--- src/tse_consts.vh ---
// Constants for the TCP socket engine: buffer layout, register map, commands, flags and states.
// Assumes inclusion by bare name from every design file of the engine.
`ifndef TSE_CONSTS_VH
`define TSE_CONSTS_VH

// ****************************************************************
// Buffer layout
// ****************************************************************
`define TSE_RX_BASE      16'hc000
`define TSE_TX_BASE      16'h8000
`define TSE_BUF_SIZE     16'h0800
`define TSE_OFS_MASK     16'h07ff

// ****************************************************************
// Register map (byte offsets)
// ****************************************************************
`define TSE_OFS_MODE     6'h00
`define TSE_OFS_CMD      6'h04
`define TSE_OFS_FLAGS    6'h08
`define TSE_OFS_STATE    6'h0c
`define TSE_OFS_PORT     6'h10
`define TSE_OFS_ENABLE   6'h14
`define TSE_OFS_TX_FREE  6'h18
`define TSE_OFS_TX_RD    6'h1c
`define TSE_OFS_TX_WR    6'h20
`define TSE_OFS_RX_SIZE  6'h24
`define TSE_OFS_RX_RD    6'h28
`define TSE_OFS_RX_WR    6'h2c
`define TSE_OFS_MSS      6'h30
`define TSE_OFS_SUMMARY  6'h00
`define TSE_OFS_GIE      6'h04

// ****************************************************************
// Reset values
// ****************************************************************
`define TSE_RST_ENABLE   8'hff
`define TSE_RST_GIE      8'h00
`define TSE_RST_MSS      16'h05b4

// ****************************************************************
// Protocol mode, commands and flag bits
// ****************************************************************
`define TSE_MODE_TCP     4'h1
`define TSE_CMD_OPEN     8'h01
`define TSE_CMD_LISTEN   8'h02
`define TSE_CMD_DISCONNECT_CMD   8'h08
`define TSE_CMD_CLOSE    8'h10
`define TSE_CMD_SEND     8'h20
`define TSE_CMD_RECEIVE_DONE_CMD     8'h40
`define TSE_FLAG_CON     0
`define TSE_FLAG_DISCONNECT_CMD  1
`define TSE_FLAG_RECEIVE_DONE_CMD    2
`define TSE_FLAG_SENDOK  4

// ****************************************************************
// Socket states and transmit segment kinds
// ****************************************************************
`define TSE_ST_CLOSED    8'h00
`define TSE_ST_INIT      8'h01
`define TSE_ST_LISTEN    8'h02
`define TSE_ST_SYNRECV   8'h03
`define TSE_ST_EST       8'h04
`define TSE_ST_CLOSEWAIT 8'h05
`define TSE_ST_FINWAIT   8'h06
`define TSE_KIND_DATA    2'h0
`define TSE_KIND_SYNACK  2'h1
`define TSE_KIND_FIN     2'h2

`endif

--- src/tse_top.v ---
// TCP server socket engine: eight sockets with state, event flags and ring pointers behind APB.
// Assumes the network side delivers parsed segments and accepts transmit segment descriptors,
// both on CLOCK_I; the byte datapath into the buffers lives outside this block.
`timescale 1ns/1ps
`include "tse_consts.vh"

// Functional notes
// Receive slot of socket k starts at 0xC000 plus k times 2 KB; offset mask 0x07FF.
// Eight independent sockets, each with its own state, flags and pointers.
// Host sets mode and port, then open moves the socket to initialized.
// Listening socket receiving SYN goes syn-received, sends SYN/ACK, then connects.
// Every arriving data segment sets the receive flag; enabled flags raise interrupt. Here only data taken in the established state sets it.
// Host clears receive flag by writing one, or polls received size instead.
// Received size is nonzero while unread data is held, zero otherwise.
// Data larger than free receive space is refused; connection pauses until room exists.
// Host copies data, advances receive read pointer, then issues receive command.
// Queued transmit data stays within its slot and is cut into MSS segments.
// Host issues no new send until the previous send completed.
// Device advances transmit read pointer by bytes sent; host retries any remainder.
// Host polls transmit free size until it covers the intended length.
// Host writes at masked offset, advances transmit write pointer, then sends.
// Peer FIN sets disconnect flag and moves socket to close-wait.
// Host issues disconnect when done or after a FIN arrived.
// Completed disconnect or close sets disconnect flag and state closed.
// Event flags raise an interrupt whenever the matching enable bit is set.
// Active-low interrupt output asserts when an enabled socket summary bit is set.
// Buffer location is slot base plus pointer ANDed with mask.
// Transmit slots start at 0x8000 and follow in 2 KB steps.
// Pointers are free-running 16-bit counters; placement uses masked low bits.
// Socket states use distinct fixed encodings.
module tse_top (
	// Clock and reset
	input  wire        CLOCK_I,
	input  wire        SYS_RST_I,
	// APB slave
	input  wire        PSEL_I,
	input  wire        PENABLE_I,
	input  wire        PWRITE_I,
	input  wire [15:0] PADDR_I,
	input  wire [31:0] PWDATA_I,
	output reg  [31:0] PRDATA_O,
	output wire        PREADY_O,
	output reg         PSLVERR_O,
	// Received segments from the network side
	input  wire        SEG_VALID_I,
	input  wire [2:0]  SEG_SOCKET_I,
	input  wire        SEG_SYN_I,
	input  wire        SEG_ACK_I,
	input  wire        SEG_FIN_I,
	input  wire [15:0] SEG_LEN_I,
	output wire        SEG_READY_O,
	output reg  [15:0] RX_WR_ADDR_O,
	// Transmit segment descriptors to the network side
	output reg         TX_SEG_VALID_O,
	output reg  [2:0]  TX_SEG_SOCKET_O,
	output reg  [1:0]  TX_SEG_KIND_O,
	output reg  [15:0] TX_SEG_ADDR_O,
	output reg  [15:0] TX_SEG_LEN_O,
	input  wire        TX_SEG_READY_I,
	// Interrupt
	output reg         INTERRUPT_OUT_N_O
);

	// ****************************************************************
	// Bus decode
	// ****************************************************************
	wire        acc_setup;
	wire        addr_ok;
	wire        wr_sock;
	wire        wr_glob;
	wire [2:0]  a_sock;
	wire [5:0]  a_ofs;
	reg  [7:0]  gie_reg;

	// True when the address falls in the per-socket window at the given offset.
	function sock_hit;
		input [15:0] a;
		input [5:0]  ofs;
		begin
			sock_hit = (a[15:10] == 6'h00) && !a[9] && (a[5:0] == ofs);
		end
	endfunction

	assign PREADY_O  = 1'b1;
	assign acc_setup = PSEL_I & ~PENABLE_I;
	assign addr_ok   = (PADDR_I[15:10] == 6'h00) && (PADDR_I[1:0] == 2'b00);
	assign wr_sock   = PSEL_I & PENABLE_I & PWRITE_I & addr_ok & ~PADDR_I[9];
	assign wr_glob   = PSEL_I & PENABLE_I & PWRITE_I & addr_ok & PADDR_I[9] & (PADDR_I[8:6] == 3'h0);
	assign a_sock    = PADDR_I[8:6];
	assign a_ofs     = PADDR_I[5:0];

	// ****************************************************************
	// Shared handshakes and per-socket buses
	// ****************************************************************
	wire         seg_take;
	wire         tx_take;
	wire [63:0]  state_bus;
	wire [63:0]  flags_bus;
	wire [63:0]  enable_bus;
	wire [31:0]  mode_bus;
	wire [127:0] port_bus;
	wire [127:0] mss_bus;
	wire [127:0] tx_rd_bus;
	wire [127:0] tx_wr_bus;
	wire [127:0] rx_rd_bus;
	wire [127:0] rx_wr_bus;
	wire [127:0] rx_size_bus;
	wire [127:0] rx_free_bus;
	wire [7:0]   want_bus;
	wire [7:0]   synack_bus;
	wire [7:0]   fin_bus;
	wire [7:0]   summary;
	wire [7:0]   seg_state;
	wire [15:0]  seg_free;
	wire [15:0]  rx_map_addr;
	wire [15:0]  tx_map_addr;
	wire [15:0]  tx_len;
	reg  [2:0]   sel;

	assign seg_state = state_bus[SEG_SOCKET_I*8 +: 8];
	assign seg_free  = rx_free_bus[SEG_SOCKET_I*16 +: 16];
	// Holding ready low is the pause: the peer side retries the same segment later.
	assign SEG_READY_O = !((SEG_LEN_I != 16'h0000) && (seg_state == `TSE_ST_EST) && (SEG_LEN_I > seg_free));
	assign seg_take    = SEG_VALID_I & SEG_READY_O;
	assign tx_take     = TX_SEG_VALID_O & TX_SEG_READY_I;

	// ****************************************************************
	// Socket slices
	// ****************************************************************
	genvar gi;
	generate
		for (gi = 0; gi < 8; gi = gi + 1) begin : gen_sock
			reg  [3:0]  mode_reg;
			reg  [15:0] port_reg;
			reg  [7:0]  state_reg;
			reg  [7:0]  flags_reg;
			reg  [7:0]  enable_reg;
			reg  [15:0] mss_reg;
			reg  [15:0] tx_rd_reg;
			reg  [15:0] tx_wr_reg;
			reg  [15:0] rx_rd_reg;
			reg  [15:0] rx_wr_reg;
			reg  [15:0] rx_done_reg;
			reg         busy_reg;
			reg         synack_reg;
			reg         fin_reg;
			wire        w_hit;
			wire [7:0]  cmd;
			wire        seg;
			wire        txd;
			wire        rx_accept;
			wire        con_ev;
			wire        sent_all;
			wire [7:0]  fl_set;
			wire [7:0]  fl_clr;
			wire [15:0] rx_used;

			assign w_hit     = wr_sock && (a_sock == gi);
			assign cmd       = (w_hit && (a_ofs == `TSE_OFS_CMD)) ? PWDATA_I[7:0] : 8'h00;
			assign seg       = seg_take && (SEG_SOCKET_I == gi);
			assign txd       = tx_take && (TX_SEG_SOCKET_O == gi);
			assign rx_accept = seg && (state_reg == `TSE_ST_EST) && (SEG_LEN_I != 16'h0000);
			assign con_ev    = seg && SEG_ACK_I && (state_reg == `TSE_ST_SYNRECV) && !synack_reg;
			assign sent_all  = txd && (TX_SEG_KIND_O == `TSE_KIND_DATA) && (tx_rd_reg + TX_SEG_LEN_O == tx_wr_reg);
			assign rx_used   = rx_wr_reg - rx_done_reg;

			assign fl_set[`TSE_FLAG_CON]    = con_ev;
			assign fl_set[`TSE_FLAG_DISCONNECT_CMD] = (seg && SEG_FIN_I && (state_reg == `TSE_ST_EST)) |
				((cmd == `TSE_CMD_CLOSE) && (state_reg != `TSE_ST_CLOSED)) |
				(txd && (TX_SEG_KIND_O == `TSE_KIND_FIN));
			assign fl_set[`TSE_FLAG_RECEIVE_DONE_CMD]   = rx_accept;
			assign fl_set[3]                = 1'b0;
			assign fl_set[`TSE_FLAG_SENDOK] = sent_all;
			assign fl_set[7:5]              = 3'b000;
			assign fl_clr = (w_hit && (a_ofs == `TSE_OFS_FLAGS)) ? PWDATA_I[7:0] : 8'h00;

			always @(posedge CLOCK_I) begin
				if (SYS_RST_I) begin
					mode_reg    <= 4'h0;
					port_reg    <= 16'h0000;
					state_reg   <= `TSE_ST_CLOSED;
					flags_reg   <= 8'h00;
					enable_reg  <= `TSE_RST_ENABLE;
					mss_reg     <= `TSE_RST_MSS;
					tx_rd_reg   <= 16'h0000;
					tx_wr_reg   <= 16'h0000;
					rx_rd_reg   <= 16'h0000;
					rx_wr_reg   <= 16'h0000;
					rx_done_reg <= 16'h0000;
					busy_reg    <= 1'b0;
					synack_reg  <= 1'b0;
					fin_reg     <= 1'b0;
				end else begin
					// A hardware event in the clearing cycle survives the write of one.
					flags_reg <= (flags_reg & ~fl_clr) | fl_set;
					if (w_hit && (a_ofs == `TSE_OFS_MODE))
						mode_reg <= PWDATA_I[3:0];
					if (w_hit && (a_ofs == `TSE_OFS_PORT))
						port_reg <= PWDATA_I[15:0];
					if (w_hit && (a_ofs == `TSE_OFS_ENABLE))
						enable_reg <= PWDATA_I[7:0];
					if (w_hit && (a_ofs == `TSE_OFS_MSS))
						mss_reg <= PWDATA_I[15:0];
					if (w_hit && (a_ofs == `TSE_OFS_TX_WR))
						tx_wr_reg <= PWDATA_I[15:0];
					if (w_hit && (a_ofs == `TSE_OFS_RX_RD))
						rx_rd_reg <= PWDATA_I[15:0];
					if (cmd == `TSE_CMD_RECEIVE_DONE_CMD)
						rx_done_reg <= rx_rd_reg;
					if (rx_accept)
						rx_wr_reg <= rx_wr_reg + SEG_LEN_I;
					if (txd && (TX_SEG_KIND_O == `TSE_KIND_DATA))
						tx_rd_reg <= tx_rd_reg + TX_SEG_LEN_O;
					if (sent_all)
						busy_reg <= 1'b0;
					if (txd && (TX_SEG_KIND_O == `TSE_KIND_SYNACK))
						synack_reg <= 1'b0;
					if ((cmd == `TSE_CMD_SEND) && !busy_reg &&
						((state_reg == `TSE_ST_EST) || (state_reg == `TSE_ST_CLOSEWAIT)))
						busy_reg <= 1'b1;
					if (cmd == `TSE_CMD_CLOSE) begin
						state_reg  <= `TSE_ST_CLOSED;
						busy_reg   <= 1'b0;
						synack_reg <= 1'b0;
						fin_reg    <= 1'b0;
					end else if ((cmd == `TSE_CMD_OPEN) && (mode_reg == `TSE_MODE_TCP) &&
						(state_reg == `TSE_ST_CLOSED)) begin
						state_reg   <= `TSE_ST_INIT;
						tx_rd_reg   <= 16'h0000;
						tx_wr_reg   <= 16'h0000;
						rx_rd_reg   <= 16'h0000;
						rx_wr_reg   <= 16'h0000;
						rx_done_reg <= 16'h0000;
					end else if ((cmd == `TSE_CMD_LISTEN) && (state_reg == `TSE_ST_INIT)) begin
						state_reg <= `TSE_ST_LISTEN;
					end else if ((cmd == `TSE_CMD_DISCONNECT_CMD) &&
						((state_reg == `TSE_ST_EST) || (state_reg == `TSE_ST_CLOSEWAIT))) begin
						state_reg <= `TSE_ST_FINWAIT;
						fin_reg   <= 1'b1;
						busy_reg  <= 1'b0;
					end else if (seg && SEG_SYN_I && (state_reg == `TSE_ST_LISTEN)) begin
						state_reg  <= `TSE_ST_SYNRECV;
						synack_reg <= 1'b1;
					end else if (con_ev) begin
						state_reg <= `TSE_ST_EST;
					end else if (seg && SEG_FIN_I && (state_reg == `TSE_ST_EST)) begin
						state_reg <= `TSE_ST_CLOSEWAIT;
					end else if (txd && (TX_SEG_KIND_O == `TSE_KIND_FIN)) begin
						state_reg <= `TSE_ST_CLOSED;
						fin_reg   <= 1'b0;
					end
				end
			end

			assign state_bus[gi*8 +: 8]     = state_reg;
			assign flags_bus[gi*8 +: 8]     = flags_reg;
			assign enable_bus[gi*8 +: 8]    = enable_reg;
			assign mode_bus[gi*4 +: 4]      = mode_reg;
			assign port_bus[gi*16 +: 16]    = port_reg;
			assign mss_bus[gi*16 +: 16]     = mss_reg;
			assign tx_rd_bus[gi*16 +: 16]   = tx_rd_reg;
			assign tx_wr_bus[gi*16 +: 16]   = tx_wr_reg;
			assign rx_rd_bus[gi*16 +: 16]   = rx_rd_reg;
			assign rx_wr_bus[gi*16 +: 16]   = rx_wr_reg;
			assign rx_size_bus[gi*16 +: 16] = rx_used;
			assign rx_free_bus[gi*16 +: 16] = `TSE_BUF_SIZE - rx_used;
			assign synack_bus[gi]           = synack_reg;
			assign fin_bus[gi]              = fin_reg;
			assign want_bus[gi]             = synack_reg | fin_reg | (busy_reg && (tx_wr_reg != tx_rd_reg));
			assign summary[gi]              = |(flags_reg & enable_reg);
		end
	endgenerate

	// ****************************************************************
	// Address mapping and segmentation
	// ****************************************************************
	tse_addr_map #(
		.BASE   (`TSE_RX_BASE)
	) u_rx_map (
		.sock_i (SEG_SOCKET_I),
		.ptr_i  (rx_wr_bus[SEG_SOCKET_I*16 +: 16]),
		.addr_o (rx_map_addr)
	);

	tse_addr_map #(
		.BASE   (`TSE_TX_BASE)
	) u_tx_map (
		.sock_i (sel),
		.ptr_i  (tx_rd_bus[sel*16 +: 16]),
		.addr_o (tx_map_addr)
	);

	tse_seg_len u_seg_len (
		.wr_i   (tx_wr_bus[sel*16 +: 16]),
		.rd_i   (tx_rd_bus[sel*16 +: 16]),
		.mss_i  (mss_bus[sel*16 +: 16]),
		.len_o  (tx_len)
	);

	// ****************************************************************
	// Transmit arbiter
	// ****************************************************************
	integer k;

	// Lowest socket number wins; a fixed priority is cheap and the link is shared anyway.
	always @* begin
		sel = 3'h0;
		for (k = 7; k >= 0; k = k - 1) begin
			if (want_bus[k])
				sel = k[2:0];
		end
	end

	// One descriptor in flight; the next is chosen after it is taken, so pointers are settled.
	always @(posedge CLOCK_I) begin
		if (SYS_RST_I) begin
			TX_SEG_VALID_O  <= 1'b0;
			TX_SEG_SOCKET_O <= 3'h0;
			TX_SEG_KIND_O   <= `TSE_KIND_DATA;
			TX_SEG_ADDR_O   <= 16'h0000;
			TX_SEG_LEN_O    <= 16'h0000;
		end else if (tx_take) begin
			TX_SEG_VALID_O <= 1'b0;
		end else if (!TX_SEG_VALID_O && (|want_bus)) begin
			TX_SEG_VALID_O  <= 1'b1;
			TX_SEG_SOCKET_O <= sel;
			TX_SEG_ADDR_O   <= tx_map_addr;
			if (synack_bus[sel]) begin
				TX_SEG_KIND_O <= `TSE_KIND_SYNACK;
				TX_SEG_LEN_O  <= 16'h0000;
			end else if (fin_bus[sel]) begin
				TX_SEG_KIND_O <= `TSE_KIND_FIN;
				TX_SEG_LEN_O  <= 16'h0000;
			end else begin
				TX_SEG_KIND_O <= `TSE_KIND_DATA;
				TX_SEG_LEN_O  <= tx_len;
			end
		end
	end

	// ****************************************************************
	// Receive address, interrupt and global registers
	// ****************************************************************
	always @(posedge CLOCK_I) begin
		if (SYS_RST_I) begin
			RX_WR_ADDR_O      <= `TSE_RX_BASE;
			INTERRUPT_OUT_N_O <= 1'b1;
			gie_reg           <= `TSE_RST_GIE;
		end else begin
			if (seg_take && (SEG_LEN_I != 16'h0000) && (seg_state == `TSE_ST_EST))
				RX_WR_ADDR_O <= rx_map_addr;
			INTERRUPT_OUT_N_O <= ~|(summary & gie_reg);
			if (wr_glob && (a_ofs == `TSE_OFS_GIE))
				gie_reg <= PWDATA_I[7:0];
		end
	end

	// ****************************************************************
	// Read path
	// ****************************************************************
	reg [31:0] rd_val;
	reg        rd_err;

	always @* begin
		rd_val = 32'h0000_0000;
		rd_err = 1'b0;
		if (!addr_ok) begin
			rd_err = 1'b1;
		end else if (PADDR_I[9]) begin
			if ((a_sock == 3'h0) && (a_ofs == `TSE_OFS_SUMMARY))
				rd_val = {24'h000000, summary};
			else if ((a_sock == 3'h0) && (a_ofs == `TSE_OFS_GIE))
				rd_val = {24'h000000, gie_reg};
			else
				rd_err = 1'b1;
		end else if (sock_hit(PADDR_I, `TSE_OFS_MODE))
			rd_val = {28'h0000000, mode_bus[a_sock*4 +: 4]};
		else if (sock_hit(PADDR_I, `TSE_OFS_CMD))
			rd_val = 32'h0000_0000;
		else if (sock_hit(PADDR_I, `TSE_OFS_FLAGS))
			rd_val = {24'h000000, flags_bus[a_sock*8 +: 8]};
		else if (sock_hit(PADDR_I, `TSE_OFS_STATE))
			rd_val = {24'h000000, state_bus[a_sock*8 +: 8]};
		else if (sock_hit(PADDR_I, `TSE_OFS_PORT))
			rd_val = {16'h0000, port_bus[a_sock*16 +: 16]};
		else if (sock_hit(PADDR_I, `TSE_OFS_ENABLE))
			rd_val = {24'h000000, enable_bus[a_sock*8 +: 8]};
		else if (sock_hit(PADDR_I, `TSE_OFS_TX_FREE))
			rd_val = {16'h0000, `TSE_BUF_SIZE - (tx_wr_bus[a_sock*16 +: 16] - tx_rd_bus[a_sock*16 +: 16])};
		else if (sock_hit(PADDR_I, `TSE_OFS_TX_RD))
			rd_val = {16'h0000, tx_rd_bus[a_sock*16 +: 16]};
		else if (sock_hit(PADDR_I, `TSE_OFS_TX_WR))
			rd_val = {16'h0000, tx_wr_bus[a_sock*16 +: 16]};
		else if (sock_hit(PADDR_I, `TSE_OFS_RX_SIZE))
			rd_val = {16'h0000, rx_size_bus[a_sock*16 +: 16]};
		else if (sock_hit(PADDR_I, `TSE_OFS_RX_RD))
			rd_val = {16'h0000, rx_rd_bus[a_sock*16 +: 16]};
		else if (sock_hit(PADDR_I, `TSE_OFS_RX_WR))
			rd_val = {16'h0000, rx_wr_bus[a_sock*16 +: 16]};
		else if (sock_hit(PADDR_I, `TSE_OFS_MSS))
			rd_val = {16'h0000, mss_bus[a_sock*16 +: 16]};
		else
			rd_err = 1'b1;
	end

	// Read data is captured in the setup cycle, so it reflects state one edge before the access edge.
	always @(posedge CLOCK_I) begin
		if (SYS_RST_I) begin
			PRDATA_O  <= 32'h0000_0000;
			PSLVERR_O <= 1'b0;
		end else if (acc_setup) begin
			PRDATA_O  <= PWRITE_I ? 32'h0000_0000 : rd_val;
			PSLVERR_O <= rd_err;
		end
	end

endmodule // tse_top

--- src/tse_addr_map.v ---
// Physical buffer address of a socket pointer: base plus socket slot plus masked pointer.
// Assumes a fixed 2 KB slot per socket; purely combinational.
`timescale 1ns/1ps
`include "tse_consts.vh"

module tse_addr_map #(
	parameter [15:0] BASE = `TSE_RX_BASE
) (
	// Selection
	input  wire [2:0]  sock_i,
	input  wire [15:0] ptr_i,
	// Result
	output wire [15:0] addr_o
);

	// The pointer itself is never an address; only its low bits place the byte.
	assign addr_o = BASE + {2'b00, sock_i, 11'h000} + (ptr_i & `TSE_OFS_MASK);

endmodule // tse_addr_map

--- src/tse_seg_len.v ---
// Length of the next transmit segment from the pending queue and the maximum segment size.
// Assumes free-running 16-bit pointers; purely combinational.
`timescale 1ns/1ps
`include "tse_consts.vh"

module tse_seg_len (
	// Queue pointers and limit
	input  wire [15:0] wr_i,
	input  wire [15:0] rd_i,
	input  wire [15:0] mss_i,
	// Result
	output wire [15:0] len_o
);

	wire [15:0] pend;
	wire [15:0] cap;

	assign pend  = wr_i - rd_i;
	// A host that overruns the slot cannot make the engine read past it.
	assign cap   = (pend > `TSE_BUF_SIZE) ? `TSE_BUF_SIZE : pend;
	assign len_o = ((mss_i != 16'h0000) && (cap > mss_i)) ? mss_i : cap;

endmodule // tse_seg_len

--- config.mk ---
export PLATFORM = sky130hd
export DESIGN_NAME = tse_top
export DESIGN_NICKNAME = d
export VERILOG_FILES = /design/src/tse_top.v /design/src/tse_addr_map.v /design/src/tse_seg_len.v
export VERILOG_INCLUDE_DIRS = /design/src
export SDC_FILE = /design/constraint.sdc
export NUM_CORES = 2
export LEC_CHECK = 0
export BUFFER_PORTS_ARGS = -buffer_cell sky130_fd_sc_hd__buf_2
export CAP_MARGIN = 20
export CORE_AREA = 10 10 383 385
export DETAILED_ROUTE_END_ITERATION = 8
export DIE_AREA = 0 0 393 395
export GPL_TIMING_DRIVEN = 1
export HOLD_SLACK_MARGIN = 0.05
export PLACE_DENSITY = 0.76
export SETUP_SLACK_MARGIN = 0.2
export SLEW_MARGIN = 20
export SYNTH_ARGS = -nofsm -noshare
export SYNTH_HDL_FRONTEND = slang
export SYNTH_HIERARCHICAL = 1
export SYNTH_SLANG_ARGS = --single-unit
--- constraint.sdc ---
create_clock -name CLOCK_I -period 9.4 [get_ports CLOCK_I]
set_input_delay 1.41 -clock CLOCK_I [delete_from_list [all_inputs] [get_ports CLOCK_I]]
set_output_delay 1.41 -clock CLOCK_I [all_outputs]
set_load 0.01 [all_outputs]
* Word-level counts from Yosys, hierarchy flattened
Cells that the tools add are included.
** Operators by class
- $add $sub $neg :: 39
- $mul :: 0
- Divide/modulo/power cells :: 0
- Order comparisons :: 4
- Equal/unequal tests :: 172
- Shifts and indexed selects :: 17
- Muxes and demuxes :: 365
- Bitwise operators :: 93
- Reductions and logical operators :: 409
** Operator list (count)
- 16-bit two-way mux :: 137
- 128-bit by 8-bit indexed part select with 16-bit output :: 11
- 1-bit logical AND :: 280
- 16-bit adder :: 16
- 64-bit by 7-bit indexed part select with 8-bit output :: 4
- 16-bit subtractor :: 10
- 1-bit two-way mux :: 147
- 3-bit two-way mux :: 48
- 8-bit two-way mux :: 18
- 12-bit by 16-bit subtractor with 16-bit output, first input constant :: 9
- 8-bit bitwise AND :: 17
- 16-bit equality test :: 8
- 16-bit inequality test :: 8
- 128-bit by 8-bit indexed part select with 11-bit output :: 1
- 32-bit two-way mux :: 3
- 3-bit equality test, second input constant :: 28
- 8-bit OR reduction :: 10
- 3-bit by 2-bit equality test with 1-bit output, second input constant :: 22
- 8-bit by 1-bit equality test with 1-bit output, second input constant :: 8
- 8-bit by 2-bit equality test with 1-bit output, second input constant :: 8
- 8-bit by 4-bit equality test with 1-bit output, second input constant :: 8
- 8-bit by 5-bit equality test with 1-bit output, second input constant :: 8
- 8-bit by 6-bit equality test with 1-bit output, second input constant :: 8
- 8-bit by 7-bit equality test with 1-bit output, second input constant :: 8
- other kinds (42) :: 274
** Word-level totals
- Register bits after elaboration :: 1200
- Bits in latches :: 0
- Memory bits (writable) :: 0
- ROM bits :: 0
- Input bits :: 77
- Output and inout port bits :: 90
- Logic and storage cells :: 1237
- Memories kept :: 0

* Logic depth before layout (Yosys ltp)
- Depth in word-level cells :: 20
- Mapped depth :: 35
- Mapped depth without buffers :: 30

* Modules after synthesis
The synthesis kept the hierarchy.
** Modules (own cells, without submodules)
- tse_top :: times used 1, cells each 9938, area an instance 80749.9 µm²
- tse_seg_len :: times used 1, cells each 255, area an instance 1696.6 µm²
- tse_addr_map (u_tx_map) :: times used 1, cells each 18, area an instance 127.6 µm²
- tse_addr_map (u_rx_map) :: times used 1, cells each 17, area an instance 123.9 µm²

* Worst setup path before layout
Ideal clock, no wire load.
- Path kind :: reg2reg
- Start point :: register gen_sock[5].tx_wr_reg[11]
- End point :: register TX_SEG_LEN_O[11]
- Arrival :: 7.225 ns
- Slack :: 2.058 ns
- Stages on the path, launching flop included :: 34
- Period minus slack after synthesis :: 7.342 ns
- Cells stage by stage :: dfxtp_1 -> clkbuf_1 -> xor2_1 -> nor4_1 -> nand4_1 -> a211o_1 -> a211oi_1 -> o21a_1 -> buf_2 -> clkbuf_1 -> clkbuf_1 -> mux2_2 -> o211ai_1 -> o21ai_0 -> inv_1 -> ha_1 -> inv_1 -> fa_1 -> a211oi_2 -> o211ai_1 -> a21o_1 -> a311o_1 -> a22oi_2 -> nand2_1 -> buf_2 -> nor4_1 -> ha_1 -> nand2_1 -> nor4_1 -> a221oi_1 -> a221oi_2 -> buf_2 -> mux2_2 -> a22o_1
** On the way
- Longest elaborated chain between the ends :: 18
- Elaborated cells between the ends (all ways) :: 28
- Those cells by class :: add/sub (1); order compare (2); eq/ne (1); shift (3); mux (14); bitwise (1); reduce/logical (6)
** Ends and longest elaborated chain
- start, declared :: RTL line tse_top.v:140 : reg [15:0] tx_wr_reg;
- start signal, assigned :: RTL line tse_top.v:205 : tx_wr_reg <= PWDATA_I[15:0];
- 16-bit inequality test :: RTL line tse_top.v:269 : assign want_bus[gi] = synack_reg | fin_reg | (busy_reg && (tx_wr_reg != tx_rd_reg));
- 1-bit logical AND :: RTL line tse_top.v:269
- 1-bit OR :: RTL line tse_top.v:269
- 3-bit two-way mux (6 in a row) :: RTL line tse_top.v:309 : if (want_bus[k])
- 128-bit by 8-bit indexed part select with 16-bit output (on tied branches) :: RTL line tse_top.v:294, tse_top.v:295
- 16-bit subtractor :: RTL line tse_seg_len.v:18 : assign pend = wr_i - rd_i;
- 16-bit by 12-bit greater-than comparator with 1-bit output (no line)
- 16-bit two-way mux :: RTL line tse_seg_len.v:20 : assign cap = (pend > `TSE_BUF_SIZE) ? `TSE_BUF_SIZE : pend;
- 16-bit greater-than comparator :: RTL line tse_seg_len.v:21 : assign len_o = ((mss_i != 16'h0000) && (cap > mss_i)) ? mss_i : cap;
- 1-bit logical AND :: RTL line tse_seg_len.v:21
- 16-bit two-way mux * :: RTL line tse_seg_len.v:21
- named net tx_len[11] :: RTL line tse_top.v:117 : wire [15:0] tx_len;
- 16-bit two-way mux * :: RTL line tse_top.v:331 : end else if (fin_bus[sel]) begin
- 16-bit two-way mux * :: RTL line tse_top.v:328 : if (synack_bus[sel]) begin
- end signal, assigned :: RTL line tse_top.v:336 : TX_SEG_LEN_O <= tx_len;
- end, declared :: RTL line tse_top.v:58 : output reg [15:0] TX_SEG_LEN_O,
The timed path passes the listed nets; every way through them passes the cells marked *. The select of a mux whose other input is x is not followed.
A chain may end at the register's enable or synchronous reset.

* Worst setup path after layout
- Start point :: register gen_sock[5].tx_rd_reg[14]
- End point :: register TX_SEG_LEN_O[11]
** On the way
- Longest elaborated chain between the ends :: 18
- Elaborated cells between the ends (all ways) :: 28
- Those cells by class :: add/sub (1); order compare (2); eq/ne (1); shift (3); mux (14); bitwise (1); reduce/logical (6)
** Ends and longest elaborated chain
- start, declared :: RTL line tse_top.v:139 : reg [15:0] tx_rd_reg;
- start signal, assigned :: RTL line tse_top.v:213 : tx_rd_reg <= tx_rd_reg + TX_SEG_LEN_O;
- 16-bit inequality test :: RTL line tse_top.v:269
- 1-bit logical AND :: RTL line tse_top.v:269
- 1-bit OR :: RTL line tse_top.v:269
- 3-bit two-way mux (6 in a row) :: RTL line tse_top.v:309
- 128-bit by 8-bit indexed part select with 16-bit output (on tied branches) :: RTL line tse_top.v:294, tse_top.v:295
- 16-bit subtractor :: RTL line tse_seg_len.v:18
- 16-bit by 12-bit greater-than comparator with 1-bit output (no line)
- 16-bit two-way mux :: RTL line tse_seg_len.v:20
- 16-bit greater-than comparator :: RTL line tse_seg_len.v:21
- 1-bit logical AND :: RTL line tse_seg_len.v:21
- 16-bit two-way mux * :: RTL line tse_seg_len.v:21
- named net tx_len[11] :: RTL line tse_top.v:117
- 16-bit two-way mux * :: RTL line tse_top.v:331
- 16-bit two-way mux * :: RTL line tse_top.v:328
Marked as above.

==> impl_metrics.yaml <==
timing:
  period_needed_ns: 9.02
  rsz0062_at_grt: "no"
  setup_viol: 0
  slew_viol_final: 0
  skew_ns: 0.0662
  slew_headroom_pct: 13.5
  finalCritPeriodShare_pct: 95.9
  fmax_mhz: 111
  tightest_slew_ns: 1.29
  tns_ns: 0
  finalHoldViolations: 0
synthesis:
  yosys_warnings: 6
  avgSynthCellArea_um2: 8.07
  netlist_area_um2: 82400
  postSynthCellCount: 10200
power:
  power_density_nw_per_um2: 129
  power.leakage_nw: 33.5
  max-vdd-ir-drop_mv: 0.154
critical_path:
  worst_setup_path_end_kind: "flop"
  startpoint: "gen_sock[5].tx_rd_reg[14]"
  cp_data_arrival_time_ns: 9.75
  worst-setup-path-type: "reg -> reg"
  r2r_start: "gen_sock[5].tx_rd_reg[14]"
  worstPathRequired_ns: 10.13
  critPathMaxFanout: 26
  startpoint_type: "flop"
floorplanning:
  io_pins: 167
  die_w_um: 393
  dieArea_um2: 155000
  rows: 137
  start_util_pct: 59.4
  fp.dieH_um: 395
  fp.coreArea_um2: 139000
drt:
  drt-pass1-iter-count: 9
  avgRoutedWirePerCell_um: 29.8
  num_vias: 81600
  drt_iter0_markers: 11100
  post-route-drc-count: 0
  antenna_left: 0
  via_per_inst: 6.81
  wl_um: 358000
run_status:
  status: "finished clean"
layout:
  finalInstanceArea_um2: 89600
  finalNetCount: 10600
  fillers: 11900
  regArea_um2: 23700
  syn_to_final_growth_pct: 8.67
  drive_above_1_share_pct: 10.9
  multi_input_area_um2: 55200
clock_tree:
  cts-hold-fix-buffers: 0
  htree_levels: 4
  tritoncts: "done"
  insertion_delay_ns: 0.85
  clk_pin_slew_worst_paths_ns: 0.06
  cts_made_buffers: 137
  cts-root-buf: "clkbuf_16"
  cts.sinks: 1184
  clockBufferDepth: 3
global_route:
  track_usage_pct: 44.2
  grt_max_degree: 222
  grt_antenna_before_repair: 31
  overflow: 0
  grt_first_pass_wirelength_um: 513000
  grt_pass1_vias: 76100
worst_hold_path:
  hold_class: "reg -> reg"
  worstHoldStart: "gen_sock[2].port_reg[6]"
place:
  io_buffers: 133
  dpl_cell_area_um2: 84500
  hpwlAfterDp_um: 263000
  gp_congestion: 1.10
flow_run:
  drv_cap: 0
worst paths after layout:
check / end / slack (ns) / depth (start not counted)
max: TX_SEG_LEN_O[11] / 0.38 / 27
min: gen_sock[2].port_reg[6] / 0.45 / 2
max reg2reg: TX_SEG_LEN_O[11] / 0.38 / 27
min reg2reg: gen_sock[2].port_reg[6] / 0.45 / 2
worst max-delay path: stages (launching register included):
cell and delay (ns):
dfxtp_1 0.43, xor2_1 0.11, nor4_1 0.62, nand4_1 0.44, a211o_1 0.46, a211oi_2 0.46, o21a_2 0.76, mux2_2 0.41
o21ai_0 0.59, o21ai_0 0.23, buf_4 0.20, ha_1 0.40, o211ai_1 0.14, o21ai_0 0.30, a21boi_1 0.13, xor2_1 0.39
nand3_1 0.13, o31a_1 0.44, or4_1 0.54, ha_1 0.19, inv_1 0.05, a21oi_1 0.05, o21ai_0 0.19, a221oi_1 0.11
a221oi_2 0.39, buf_12 0.20, mux2_2 0.34, a22o_1 0.19
report_power, final:
part	total (mW)	internal [mW]	switching [mW]
Sequential	5.02	5.02	0.000374
Clock	5.88	3.37	2.51
Combinational	0.638	0.164	0.474
cells in the final DEF (no fill, tap or decap), types with 34 or more instances in the layout:
| cell type | n |
|---|---|
| a211o_1 | 81 |
| a21o_1 | 89 |
| buf_4 | 193 |
| nand2b_1 | 76 |
| dfxtp_1 | 1184 |
| clkbuf_16 | 137 |
| and2_1 | 38 |
| o211ai_1 | 81 |
| o21ai_0 | 334 |
| nor2_1 | 623 |
| or3_1 | 58 |
| a31oi_1 | 43 |
| nand2_1 | 2142 |
| nor3_1 | 197 |
| inv_1 | 295 |
| o22ai_1 | 34 |
| o31ai_1 | 42 |
| o21a_1 | 63 |
| and3_1 | 43 |
| xor2_1 | 319 |
| mux2_2 | 110 |
| nor4_1 | 92 |
| a22oi_1 | 54 |
| mux2i_1 | 327 |
| nand3_1 | 144 |
| xnor2_1 | 374 |
| mux4_2 | 299 |
| nor2b_1 | 111 |
| ha_1 | 444 |
| a21oi_1 | 1112 |
| buf_2 | 128 |
| nand3b_1 | 62 |
| a211oi_1 | 91 |
| o21bai_1 | 56 |
| nand4_1 | 68 |
through the flow:
stage	worst slack [ns]	util, %	hold slack [ns]	cells	total power, mW
after global placement	0.710	60.9	0.435	11700	5.73
after global routing	0.242	64.5	0.460	12000	11.7
after detailed placement	0.690	60.9	0.440	11700	5.73
final	0.382	64.5	0.449	12000	11.5
after floorplan	2.06	-	0.429	10200	5.52
after CTS	0.627	64.4	0.449	12000	11.5
layout make-up:
cell class / count / share of cell area (%)
antenna: 15 / 0.0419
clock buffer: 172 / 4.19
clock inverter: 78 / 1.35
inverter: 298 / 1.25
multi-input combinational: 8107 / 61.6
sequential: 1184 / 26.5
tap: 1807 / 2.52
timing repair buffer: 333 / 2.57
metal layers:
layer	global-route usage (%)	wire, µm	share of wire [%]
met5	0	147	0.041
met4	35.4	35300	9.9
met3	12.0	45000	13
met2	65.7	151000	42
met1	53.5	126000	35
timing repair:
item                                    in CTS  in global routing
endpoints found under the hold margin        0                  0
endpoints found under the setup margin       0                  8
resized for setup                            0                  2
setup buffers                                0                  0
No activity file was read; power rests on OpenSTA's default activity.
